===== config.mk =====
export PLATFORM = sky130hd
export DESIGN_NAME = snfe_front_end
export DESIGN_NICKNAME = d
export VERILOG_FILES = /design/src/design/snfe_pkg.sv /design/src/design/snfe_front_end.sv /design/src/design/snfe_sync.sv
export VERILOG_INCLUDE_DIRS = /design/src /design/src/design
export SDC_FILE = /design/constraint.sdc
export NUM_CORES = 1
export LEC_CHECK = 0
export BUFFER_PORTS_ARGS = -buffer_cell sky130_fd_sc_hd__buf_2
export CORE_UTILIZATION = 41
export DETAILED_ROUTE_END_ITERATION = 7
export GPL_TIMING_DRIVEN = 0
export PLACE_DENSITY = 0.66
export SYNTH_ARGS = -nofsm -noshare
export SYNTH_HDL_FRONTEND = slang
export SYNTH_SLANG_ARGS = --single-unit

===== constraint.sdc =====
create_clock -name clock -period 3.77 [get_ports clock]
set_clock_uncertainty 0.1 [all_clocks]
set_input_delay 0.377 -clock clock [delete_from_list [all_inputs] [get_ports clock]]
set_output_delay 0.377 -clock clock [all_outputs]
set_load 0.005 [all_outputs]

===== src/design/snfe_params.svh =====
// Opcodes, field positions, reset values and frame lengths of the serial command front end
`ifndef SNFE_PARAMS_SVH
`define SNFE_PARAMS_SVH

`define SNFE_OP_RESET      8'hff
`define SNFE_OP_RST_ARM    8'h66
`define SNFE_OP_RST_GO     8'h99
`define SNFE_OP_ID         8'h9f
`define SNFE_OP_RDSR_A     8'h0f
`define SNFE_OP_RDSR_B     8'h05
`define SNFE_OP_WRSR_A     8'h1f
`define SNFE_OP_WRSR_B     8'h01
`define SNFE_OP_DLP        8'h4a
`define SNFE_OP_WREN       8'h06
`define SNFE_OP_WRDI       8'h04
`define SNFE_OP_DPD        8'hb9
`define SNFE_OP_DPD_EXIT   8'hab
`define SNFE_OP_SWAP       8'ha1
`define SNFE_OP_LUT        8'ha5
`define SNFE_OP_ECCF       8'ha9
`define SNFE_OP_ERASE      8'hd8
`define SNFE_OP_LOAD       8'h02
`define SNFE_OP_RLOAD      8'h84
`define SNFE_OP_QLOAD      8'h32
`define SNFE_OP_RQLOAD     8'h34
`define SNFE_OP_EXEC       8'h10

`define SNFE_SEL_SR1       4'ha
`define SNFE_SEL_SR2       4'hb
`define SNFE_SEL_SR3       4'hc
`define SNFE_SEL_SR4       4'hd

`define SNFE_SR1_TB        2
`define SNFE_SR1_BP_LSB    3
`define SNFE_SR1_BP_MSB    6
`define SNFE_SR3_BUSY      0
`define SNFE_SR3_WEL       1

`define SNFE_SR1_RST       8'h00
`define SNFE_SR2_RST       8'h00
`define SNFE_SR4_RST       8'h00
`define SNFE_DLP_RST       8'h34

`define SNFE_PROT_UNIT     17'h00080
`define SNFE_PAGE_SPAN     17'h10000
`define SNFE_BP_ALL        4'ha

`define SNFE_LEN_SINGLE    8'h01
`define SNFE_LEN_DLP       8'h02
`define SNFE_LEN_WRSR      8'h03
`define SNFE_LEN_PAGE      8'h04
`define SNFE_LEN_SWAP      8'h05
`define SNFE_LEN_LOAD_MIN  8'h03
`define SNFE_OUT_FIRST     8'h02

`endif


===== src/design/snfe_pkg.sv =====
// Types shared by the serial command front end
package snfe_pkg;

	typedef enum logic [1:0] {
		SNFE_IDLE,
		SNFE_OPCODE,
		SNFE_BODY,
		SNFE_DISCARD
	} snfe_state_t;

	typedef enum logic [1:0] {
		SNFE_K_RESET,
		SNFE_K_SWAP,
		SNFE_K_ERASE,
		SNFE_K_EXEC
	} snfe_kind_t;

	typedef struct packed {
		snfe_kind_t  kind;
		logic [15:0] page;
		logic [15:0] logical_block_number;
		logic [15:0] physical_block_number;
	} snfe_cmd_t;

	typedef struct packed {
		logic        random;
		logic [15:0] column;
		logic [7:0]  data;
	} snfe_load_t;

endpackage


===== src/design/snfe_front_end.sv =====
// Serial command front end: framing, opcode decode, status registers and array command issue
`include "snfe_params.svh"
`timescale 1ns/10ps
`default_nettype none

module snfe_front_end #(
	parameter logic [7:0]  MAKER_CODE  = 8'h5a,   // Arbitrary value
	parameter logic [15:0] DEVICE_CODE = 16'h1234 // Arbitrary value
) (
	input  wire logic          clock,
	input  wire logic          rst_b,
	input  wire logic          sclk_pin,
	input  wire logic          cs_b_pin,
	input  wire logic          serial_input,
	input  wire logic          busy,
	input  wire logic [15:0]   ecc_fail_page,
	input  wire logic [31:0]   lut_entry,
	output logic               so_out,
	output logic               so_oe_b,
	output logic [7:0]         lut_index,
	output snfe_pkg::snfe_cmd_t  cmd,
	output logic               cmd_valid,
	output snfe_pkg::snfe_load_t load,
	output logic               load_valid,
	output logic               load_start,
	output logic               load_done,
	output logic               deep_power_down,
	output logic               write_enable,
	output logic [7:0]         learning_pattern_value
);

	logic                  sclk_rise;
	logic                  sclk_fall;
	logic                  cs_b;
	logic                  cs_rise;
	logic                  cs_fall;
	logic                  si;
	snfe_pkg::snfe_state_t state;
	snfe_pkg::snfe_state_t next_state;
	logic [2:0]            bit_cnt;
	logic [7:0]            byte_cnt;
	logic [7:0]            next_byte_cnt;
	logic [6:0]            shreg;
	logic [7:0]            rx_byte;
	logic                  byte_done;
	logic [7:0]            opcode;
	logic [3:0]            sel;
	logic [31:0]           arg;
	logic [15:0]           column;
	logic [7:0]            tx;
	logic [7:0]            next_tx;
	logic [1:0]            lut_k;
	logic [7:0]            sr1;
	logic [7:0]            sr2;
	logic [7:0]            sr4;
	logic                  reset_armed;
	logic                  end_ok;
	logic                  in_body;
	logic                  accept;

	snfe_sync #(.RESET_VALUE(1'b0)) u_sclk (
		.clock    (clock),
		.rst_b    (rst_b),
		.async_in (sclk_pin),
		.level    (),
		.rise     (sclk_rise),
		.fall     (sclk_fall)
	);

	snfe_sync #(.RESET_VALUE(1'b1)) u_cs (
		.clock    (clock),
		.rst_b    (rst_b),
		.async_in (cs_b_pin),
		.level    (cs_b),
		.rise     (cs_rise),
		.fall     (cs_fall)
	);

	snfe_sync #(.RESET_VALUE(1'b0)) u_si (
		.clock    (clock),
		.rst_b    (rst_b),
		.async_in (serial_input),
		.level    (si),
		.rise     (),
		.fall     ()
	);

	function automatic logic is_read(input logic [7:0] op);
		return op == `SNFE_OP_ID || op == `SNFE_OP_RDSR_A || op == `SNFE_OP_RDSR_B ||
			op == `SNFE_OP_LUT || op == `SNFE_OP_ECCF;
	endfunction

	function automatic logic is_load(input logic [7:0] op);
		return op == `SNFE_OP_LOAD || op == `SNFE_OP_RLOAD || op == `SNFE_OP_QLOAD || op == `SNFE_OP_RQLOAD;
	endfunction

	function automatic logic is_known(input logic [7:0] op);
		return is_read(op) || is_load(op) || op == `SNFE_OP_RESET || op == `SNFE_OP_RST_ARM ||
			op == `SNFE_OP_RST_GO || op == `SNFE_OP_WRSR_A || op == `SNFE_OP_WRSR_B ||
			op == `SNFE_OP_DLP || op == `SNFE_OP_WREN || op == `SNFE_OP_WRDI ||
			op == `SNFE_OP_DPD || op == `SNFE_OP_DPD_EXIT || op == `SNFE_OP_SWAP ||
			op == `SNFE_OP_ERASE || op == `SNFE_OP_EXEC;
	endfunction

	// Protected ranges are whole multiples of two blocks, so a page hit equals a block hit
	function automatic logic prot_hit(input logic [7:0] s1, input logic [15:0] page);
		logic [3:0]  bp;
		logic [16:0] size;
		bp   = s1[`SNFE_SR1_BP_MSB:`SNFE_SR1_BP_LSB];
		size = `SNFE_PROT_UNIT << (bp - 4'h1);
		if (bp == 4'h0)
			return 1'b0;
		else if (bp >= `SNFE_BP_ALL)
			return 1'b1;
		else if (s1[`SNFE_SR1_TB])
			return {1'b0, page} < size;
		else
			return {1'b0, page} >= (`SNFE_PAGE_SPAN - size);
	endfunction

	function automatic logic [7:0] sr_pick(input logic [3:0] s, input logic [7:0] r1, input logic [7:0] r2,
		input logic [7:0] r3, input logic [7:0] r4);
		case (s)
			`SNFE_SEL_SR1: return r1;
			`SNFE_SEL_SR2: return r2;
			`SNFE_SEL_SR3: return r3;
			`SNFE_SEL_SR4: return r4;
			default:       return 8'h00;
		endcase
	endfunction

	logic [7:0] sr3;
	always_comb begin
		sr3 = 8'h00;
		sr3[`SNFE_SR3_BUSY] = busy;
		sr3[`SNFE_SR3_WEL]  = write_enable;
	end

	assign rx_byte       = {shreg, si};
	assign byte_done     = sclk_rise && state != snfe_pkg::SNFE_IDLE && bit_cnt == 3'h7;
	assign next_byte_cnt = (byte_cnt == 8'hff) ? byte_cnt : byte_cnt + 8'h01;
	assign in_body       = state == snfe_pkg::SNFE_BODY;
	assign end_ok        = cs_rise && in_body && bit_cnt == 3'h0;

	// Busy and power-down gate the opcode; unknown opcodes drop the frame
	always_comb begin
		accept = is_known(rx_byte);
		if (busy && !(rx_byte == `SNFE_OP_ID || rx_byte == `SNFE_OP_RDSR_A || rx_byte == `SNFE_OP_RDSR_B))
			accept = 1'b0;
		if (deep_power_down && rx_byte != `SNFE_OP_DPD_EXIT)
			accept = 1'b0;
	end

	always_comb begin
		next_state = state;
		if (cs_fall)
			next_state = snfe_pkg::SNFE_OPCODE;
		else if (cs_rise || cs_b)
			next_state = snfe_pkg::SNFE_IDLE;
		else if (byte_done && state == snfe_pkg::SNFE_OPCODE)
			next_state = accept ? snfe_pkg::SNFE_BODY : snfe_pkg::SNFE_DISCARD;
	end

	always_ff @(posedge clock or negedge rst_b) begin
		if (!rst_b)
			state <= snfe_pkg::SNFE_IDLE;
		else
			state <= next_state;
	end

	// Bit and byte counting
	always_ff @(posedge clock or negedge rst_b) begin
		if (!rst_b) begin
			bit_cnt  <= 3'h0;
			byte_cnt <= 8'h00;
			shreg    <= 7'h00;
		end else if (cs_fall) begin
			bit_cnt  <= 3'h0;
			byte_cnt <= 8'h00;
		end else if (sclk_rise && state != snfe_pkg::SNFE_IDLE) begin
			shreg   <= rx_byte[6:0];
			bit_cnt <= bit_cnt + 3'h1;
			if (bit_cnt == 3'h7)
				byte_cnt <= next_byte_cnt;
		end
	end

	// Opcode, select and argument capture
	always_ff @(posedge clock or negedge rst_b) begin
		if (!rst_b) begin
			opcode <= 8'h00;
			sel    <= 4'h0;
			arg    <= 32'h0;
		end else if (byte_done) begin
			if (state == snfe_pkg::SNFE_OPCODE)
				opcode <= rx_byte;
			if (in_body && byte_cnt == 8'h01)
				sel <= rx_byte[7:4];
			if (in_body && byte_cnt >= 8'h01 && byte_cnt <= 8'h04)
				arg <= {arg[23:0], rx_byte};
		end
	end

	// Buffer load streaming; the backend keeps the buffer only on load_done
	always_ff @(posedge clock or negedge rst_b) begin
		if (!rst_b) begin
			column     <= 16'h0000;
			load       <= '0;
			load_valid <= 1'b0;
			load_start <= 1'b0;
			load_done  <= 1'b0;
		end else begin
			load_valid <= 1'b0;
			load_start <= 1'b0;
			load_done  <= 1'b0;
			if (byte_done && in_body && is_load(opcode)) begin
				if (byte_cnt == 8'h02) begin
					column            <= {arg[7:0], rx_byte};
					load_start        <= 1'b1;
					load.random       <= opcode == `SNFE_OP_RLOAD || opcode == `SNFE_OP_RQLOAD;
					load.column       <= {arg[7:0], rx_byte};
				end else if (byte_cnt >= 8'h03) begin
					load.column <= column;
					load.data   <= rx_byte;
					load_valid  <= 1'b1;
					column      <= column + 16'h0001;
				end
			end
			if (end_ok && is_load(opcode) && byte_cnt >= `SNFE_LEN_LOAD_MIN)
				load_done <= 1'b1;
		end
	end

	// Next output byte for read commands
	always_comb begin
		next_tx = 8'h00;
		case (opcode)
			`SNFE_OP_ID: begin
				if (next_byte_cnt == `SNFE_OUT_FIRST)
					next_tx = MAKER_CODE;
				else if (next_byte_cnt == `SNFE_OUT_FIRST + 8'h01)
					next_tx = DEVICE_CODE[15:8];
				else if (next_byte_cnt == `SNFE_OUT_FIRST + 8'h02)
					next_tx = DEVICE_CODE[7:0];
			end
			`SNFE_OP_RDSR_A, `SNFE_OP_RDSR_B: begin
				next_tx = sr_pick((byte_cnt == 8'h01) ? rx_byte[7:4] : sel, sr1, sr2, sr3, sr4);
			end
			`SNFE_OP_LUT: begin
				next_tx = lut_entry[8'd31 - {lut_k, 3'b000} -: 8];
			end
			`SNFE_OP_ECCF: begin
				if (next_byte_cnt == `SNFE_OUT_FIRST)
					next_tx = ecc_fail_page[15:8];
				else if (next_byte_cnt == `SNFE_OUT_FIRST + 8'h01)
					next_tx = ecc_fail_page[7:0];
			end
			default: next_tx = 8'h00;
		endcase
	end

	// Output shifter: loaded at the byte edge, shifted on each falling clock
	always_ff @(posedge clock or negedge rst_b) begin
		if (!rst_b) begin
			tx        <= 8'h00;
			so_out    <= 1'b0;
			so_oe_b   <= 1'b1;
			lut_k     <= 2'h0;
			lut_index <= 8'h00;
		end else begin
			so_oe_b <= !(in_body && !cs_b && is_read(opcode) && byte_cnt >= `SNFE_OUT_FIRST);
			if (cs_fall) begin
				lut_k     <= 2'h0;
				lut_index <= 8'h00;
			end else if (byte_done && in_body && is_read(opcode)) begin
				tx <= next_tx;
				if (opcode == `SNFE_OP_LUT && next_byte_cnt >= `SNFE_OUT_FIRST) begin
					lut_k <= lut_k + 2'h1;
					if (lut_k == 2'h3)
						lut_index <= lut_index + 8'h01;
				end
			end else if (sclk_fall && in_body) begin
				so_out <= tx[7];
				tx     <= {tx[6:0], 1'b0};
			end
		end
	end

	// Frame-end commit of register writes and mode changes
	always_ff @(posedge clock or negedge rst_b) begin
		if (!rst_b) begin
			sr1                    <= `SNFE_SR1_RST;
			sr2                    <= `SNFE_SR2_RST;
			sr4                    <= `SNFE_SR4_RST;
			write_enable           <= 1'b0;
			deep_power_down        <= 1'b0;
			reset_armed            <= 1'b0;
			learning_pattern_value <= `SNFE_DLP_RST;
		end else if (cs_rise && state != snfe_pkg::SNFE_IDLE) begin
			reset_armed <= end_ok && opcode == `SNFE_OP_RST_ARM && byte_cnt == `SNFE_LEN_SINGLE;
			if (end_ok) begin
				case (opcode)
					`SNFE_OP_WREN:
						if (byte_cnt == `SNFE_LEN_SINGLE)
							write_enable <= 1'b1;
					`SNFE_OP_WRDI:
						if (byte_cnt == `SNFE_LEN_SINGLE)
							write_enable <= 1'b0;
					`SNFE_OP_DPD:
						if (byte_cnt == `SNFE_LEN_SINGLE)
							deep_power_down <= 1'b1;
					`SNFE_OP_DPD_EXIT:
						if (byte_cnt == `SNFE_LEN_SINGLE)
							deep_power_down <= 1'b0;
					`SNFE_OP_RESET, `SNFE_OP_RST_GO:
						if (byte_cnt == `SNFE_LEN_SINGLE && (opcode == `SNFE_OP_RESET || reset_armed))
							write_enable <= 1'b0;
					`SNFE_OP_DLP:
						if (byte_cnt == `SNFE_LEN_DLP)
							learning_pattern_value <= arg[7:0];
					`SNFE_OP_WRSR_A, `SNFE_OP_WRSR_B:
						if (byte_cnt == `SNFE_LEN_WRSR) begin
							case (sel)
								`SNFE_SEL_SR1: sr1 <= arg[7:0];
								`SNFE_SEL_SR2: sr2 <= arg[7:0];
								`SNFE_SEL_SR4: sr4 <= arg[7:0];
								default:       sr1 <= sr1;
							endcase
						end
					default: write_enable <= write_enable;
				endcase
			end
		end
	end

	// Array commands issued at a clean frame end
	always_ff @(posedge clock or negedge rst_b) begin
		if (!rst_b) begin
			cmd       <= '0;
			cmd_valid <= 1'b0;
		end else begin
			cmd_valid <= 1'b0;
			if (end_ok) begin
				cmd.page                  <= arg[15:0];
				cmd.logical_block_number  <= arg[31:16];
				cmd.physical_block_number <= arg[15:0];
				if ((opcode == `SNFE_OP_RESET || (opcode == `SNFE_OP_RST_GO && reset_armed))
					&& byte_cnt == `SNFE_LEN_SINGLE) begin
					cmd.kind  <= snfe_pkg::SNFE_K_RESET;
					cmd_valid <= 1'b1;
				end else if (opcode == `SNFE_OP_SWAP && byte_cnt == `SNFE_LEN_SWAP) begin
					cmd.kind  <= snfe_pkg::SNFE_K_SWAP;
					cmd_valid <= 1'b1;
				end else if (opcode == `SNFE_OP_ERASE && byte_cnt == `SNFE_LEN_PAGE) begin
					cmd.kind  <= snfe_pkg::SNFE_K_ERASE;
					cmd_valid <= !prot_hit(sr1, arg[15:0]);
				end else if (opcode == `SNFE_OP_EXEC && byte_cnt == `SNFE_LEN_PAGE) begin
					cmd.kind  <= snfe_pkg::SNFE_K_EXEC;
					cmd_valid <= !prot_hit(sr1, arg[15:0]);
				end
			end
		end
	end
endmodule

`default_nettype wire


===== src/design/snfe_sync.sv =====
// Two-flop synchroniser with edge detection for one pin
`timescale 1ns/10ps
`default_nettype none

module snfe_sync #(
	parameter logic RESET_VALUE = 1'b0
) (
	input  wire logic clock,
	input  wire logic rst_b,
	input  wire logic async_in,
	output logic      level,
	output logic      rise,
	output logic      fall
);

	logic meta;
	logic stage;
	logic prev;

	// Only stage reads meta; edges come from stage and prev
	always_ff @(posedge clock or negedge rst_b) begin
		if (!rst_b) begin
			meta  <= RESET_VALUE;
			stage <= RESET_VALUE;
			prev  <= RESET_VALUE;
		end else begin
			meta  <= async_in;
			stage <= meta;
			prev  <= stage;
		end
	end

	assign level = stage;
	assign rise  = stage & ~prev;
	assign fall  = ~stage & prev;

endmodule

`default_nettype wire


==> impl_table.tex <==
\begin{tabular}{lr}
\hline
Metric & Value \\
\hline
\multicolumn{2}{l}{\textbf{Outcome}} \\
Outcome & completed \\
\multicolumn{2}{l}{\textbf{Floorplan}} \\
Standard-cell rows & 60 \\
Area of the core region & 27000 µm² \\
Number of top-level pins & 153 \\
Starting density of the core & 41.7\% \\
Total Die Area & 28100 µm² \\
Die height & 168 µm \\
Horizontal extent of the die & 168 µm \\
\multicolumn{2}{l}{\textbf{STA}} \\
FMAX & 286 MHz \\
Final setup violation count & 0 \\
Tightest Pin Transition & 993 ps \\
Hold Violations, Final & 0 \\
Time the final worst path needs with I/O delays and setup & 3490 ps \\
Worst relative slew slack & 33.2\% \\
Setup repair after global routing missed its margin & false \\
Max Slew Vio Count & 0 \\
Post-route setup TNS & 0 ps \\
Period Utilization, post-route & 92.6\% \\
\multicolumn{2}{l}{\textbf{Logic synthesis}} \\
Main flop type after synthesis & sky130\_fd\_sc\_hd\_\_dfrtp\_1 \\
Number of warnings reported in the yosys synthesis log & 0 \\
Post-synthesis instance area & 11300 µm² \\
Number of enable-type register cells in the synthesized netlist & 0 \\
Post-Synthesis Cells & 1089 \\
Portion of the post-synthesis area used by sequential elements & 45.9\% \\
Post-Synthesis Net Count & 1171 \\
Synth Area per Inst & 10.3 µm² \\
Number of storage elements in the synthesis netlist & 206 \\
Proportion of register bits with asynchronous set or reset after synthesis & 100\% \\
Count of different cell masters after synthesis & 76 \\
\multicolumn{2}{l}{\textbf{Critical path}} \\
Worst Setup Start Kind & flop \\
Stages on worst setup path & 14 \\
Cell breakdown of the critical path & clkbuf\_2, nor2b\_1, nand2\_1, ha\_1, nor3\_1, a21oi\_1, o21ai\_0, ha\_1, a21o\_1, a21o\_1, a211o\_1, o211ai\_1, a221oi\_1, o21ai\_0 \\
Slowest stage cell, crit path & sky130\_fd\_sc\_hd\_\_dfrtp\_1 \\
Count of cells along the worst register-to-register path & 14 \\
Reg2Reg Capture Point & cmd\_valid \\
WS Path Type & reg -> reg \\
Arrival time at the worst endpoint & 3790 ps \\
Largest driver fanout on the critical path & 10 \\
Endpoint type of the worst setup path & flop \\
Worst reg2reg setup slack & 280 ps \\
Crit Reg-Reg Startpoint & sr1[4] \\
Max stage delay on crit path & 470 ps \\
Critical Path RT & 4070 ps \\
Bufs and invs on worst path & 1 \\
Family with the most delay on the worst path & compound AO/OA/AOI/OAI gates \\
\multicolumn{2}{l}{\textbf{CTS}} \\
Clock Tree Root & sky130\_fd\_sc\_hd\_\_clkbuf\_16 \\
\# clock sinks & 206 \\
Clock slew at the register clock pins of the worst setup and hold paths & 60 ps \\
Clock tree from TritonCTS & built \\
H-tree levels & 1 \\
Maximum count of clock buffers along a single path & 3 \\
Post-CTS Repair Setup Buffers & 0 \\
TritonCTS buffer count & 23 \\
Skew-Pair Late Insertion Delay & 520 ps \\
\multicolumn{2}{l}{\textbf{Flow run}} \\
Max cap viols & 0 \\
\multicolumn{2}{l}{\textbf{Global route}} \\
Wire length of the first global-routing pass & 49.2 mm \\
Total congestion overflow after global routing & 0 \\
Overall fraction of global-route tracks in use & 21.8\% \\
Antenna violations before repair & 0 \\
Pin count of the biggest net entering global routing & 122 \\
Vias in the first global route & 8926 \\
\multicolumn{2}{l}{\textbf{Final layout}} \\
End-of-flow core utilization & 49.4\% \\
Layout cells sized above 1 & 29.4\% \\
Most frequent cells in the layout & sky130\_fd\_sc\_hd\_\_dfrtp\_1, sky130\_fd\_sc\_hd\_\_buf\_2, sky130\_fd\_sc\_hd\_\_mux2\_2, sky130\_fd\_sc\_hd\_\_nand2\_1 \\
Syn-to-layout area delta & 18.3\% \\
Multi-input gate area & 5600 µm² \\
Count of inserted antenna diode cells & 0 \\
Area used by sequential logic in the layout & 5160 µm² \\
Total of fill cells in the finished design & 2481 \\
Number of nets in the layout & 1353 \\
Most frequent standard cell in the layout excluding fill and tap cells & sky130\_fd\_sc\_hd\_\_dfrtp\_1 \\
\multicolumn{2}{l}{\textbf{Route}} \\
WL per Instance & 18.8 µm \\
Total number of vias & 9301 \\
Routed Wire Length & 30.5 mm \\
Via-per-instance ratio & 5.72 \\
Number of DRC violations after detailed-routing iteration 0 & 956 \\
Number of nets with antenna violations after routing & 0 \\
Residual DRC count & 0 \\
First drt pass iteration count & 5 \\
\multicolumn{2}{l}{\textbf{Power}} \\
Cell leakage power & 0.00630 µW \\
Post-layout power & 4940 µW \\
Peak supply drop & 316 µV \\
Cell area power density & 371 nW/µm² \\
\multicolumn{2}{l}{\textbf{Place}} \\
Weighted congestion at the end of routability-driven global placement & 0.950 \\
Count of input and output buffers & 152 \\
Final HPWL DP & 21.8 mm \\
\multicolumn{2}{l}{\textbf{Worst hold path}} \\
Class of the tightest hold or removal check & in -> async \\
\hline
\end{tabular}
==> where the power goes <==
| part | switching [µW] | internal (µW) | leakage (µW) |
|---|---|---|---|
| combinational | 245 | 131 | 0.00313 |
| clock | 899 | 1400 | 0.000377 |
| sequential | 26.2 | 2240 | 0.00279 |
| total | 1170 | 3770 | 0.00630 |
==> worst max path at each step <==
stage           start            to  slack [ps]
6_report       sr1[4]     cmd_valid         280
5_1_grt        sr1[4]     cmd_valid          30
4_1_cts        sr1[4]     cmd_valid         170
3_5_place_dp   sr1[4]     cmd_valid         170
3_3_place_gp    rst_b  lut_index[2]       -1340
2_1_floorplan  sr1[4]     cmd_valid         890
==> state kept, by name (all words and copies together) (netlist names), 16 cells and up <==
register / cells
column: 16
load: 25
arg: 32
cmd: 34
==> through the flow <==
stage	hold slack [ps]	instances	setup WS, ps	area, µm²
final	125	1626	279	13300
after floorplan	-18.6	1089	890	11300
after CTS	105	1627	167	13300
after global placement	237	1582	-1340	12400
after detailed placement	57.4	1584	170	12500
after global routing	111	1626	32.9	13300
==> synthesized netlist by cell type, types with 4 or more instances <==
master / instances / area (µm²)
sky130_fd_sc_hd__nand4_1: 13 / 81.3
sky130_fd_sc_hd__o22ai_1: 20 / 125
sky130_fd_sc_hd__or3_1: 6 / 37.5
sky130_fd_sc_hd__xor2_1: 7 / 61.3
sky130_fd_sc_hd__buf_1: 5 / 18.8
sky130_fd_sc_hd__dfstp_2: 7 / 184
sky130_fd_sc_hd__a31oi_1: 8 / 50.1
sky130_fd_sc_hd__buf_6: 4 / 45.0
sky130_fd_sc_hd__nor2b_1: 15 / 93.8
sky130_fd_sc_hd__a2111oi_0: 6 / 52.6
sky130_fd_sc_hd__a21oi_2: 10 / 87.6
sky130_fd_sc_hd__or4_1: 8 / 60.1
sky130_fd_sc_hd__nor3b_1: 7 / 52.6
sky130_fd_sc_hd__o31ai_1: 9 / 67.6
sky130_fd_sc_hd__mux4_2: 8 / 180
sky130_fd_sc_hd__mux2_2: 128 / 1440
sky130_fd_sc_hd__xnor2_1: 7 / 61.3
sky130_fd_sc_hd__inv_1: 22 / 82.6
sky130_fd_sc_hd__buf_4: 17 / 128
sky130_fd_sc_hd__o211ai_1: 5 / 37.5
sky130_fd_sc_hd__and2_1: 6 / 37.5
sky130_fd_sc_hd__mux2i_1: 12 / 120
sky130_fd_sc_hd__a22oi_1: 5 / 37.5
sky130_fd_sc_hd__nand3_1: 33 / 165
sky130_fd_sc_hd__clkbuf_1: 55 / 206
sky130_fd_sc_hd__and3_1: 9 / 56.3
sky130_fd_sc_hd__a21oi_1: 66 / 330
sky130_fd_sc_hd__nand3b_1: 5 / 37.5
sky130_fd_sc_hd__nor3_1: 18 / 90.1
sky130_fd_sc_hd__dfrtp_1: 199 / 4980
sky130_fd_sc_hd__o211a_1: 4 / 40.0
sky130_fd_sc_hd__nand2_1: 87 / 327
sky130_fd_sc_hd__nor2_1: 67 / 251
sky130_fd_sc_hd__ha_1: 28 / 350
sky130_fd_sc_hd__nand2b_1: 20 / 125
sky130_fd_sc_hd__nor4_1: 15 / 93.8
sky130_fd_sc_hd__o21ai_0: 66 / 330
sky130_fd_sc_hd__a211oi_1: 8 / 60.1
==> layer usage <==
layer | share of wire (%) | vias up | wire length, µm | track usage (%)
li1 | - | 4359 | - | -
met1 | 46 | 4572 | 14200 | 31.0
met2 | 46 | 330 | 13900 | 34.9
met3 | 6.6 | 40 | 2010 | 3.76
met4 | 1.5 | 0 | 452 | 4.23
met5 | 0 | - | 0 | 0
==> cell type report <==
class,instances,share of cell area [%]
Buffer,83,3.08
Clock buffer,32,4.88
Clock inverter,7,0.855
Inverter,22,0.620
Multi-Input combinational cell,777,42.1
Sequential cell,206,38.8
Tap cell,341,3.20
Timing Repair Buffer,158,6.50
==> logic make-up (layout without fill, tap and decap cells) <==
| kind of cell | after synthesis | in the layout | share of synthesized area, % |
|---|---|---|---|
| simple gates | 335 | 335 | 15.8 |
| compound gates | 252 | 252 | 14.2 |
| flops | 206 | 206 | 45.9 |
| mux | 148 | 148 | 15.5 |
| buf+inv | 106 | 302 | 4.40 |
| fa+ha+maj | 28 | 28 | 3.11 |
| xor+xnor | 14 | 14 | 1.09 |
==> what timing repair did <==
action | CTS | global route
gates resized for setup | 0 | 3
hold buffers | 4 | 0
hold endpoints to repair | 117 | 0
setup endpoints to repair | 0 | 1
No activity file was read; power rests on OpenSTA's default activity.
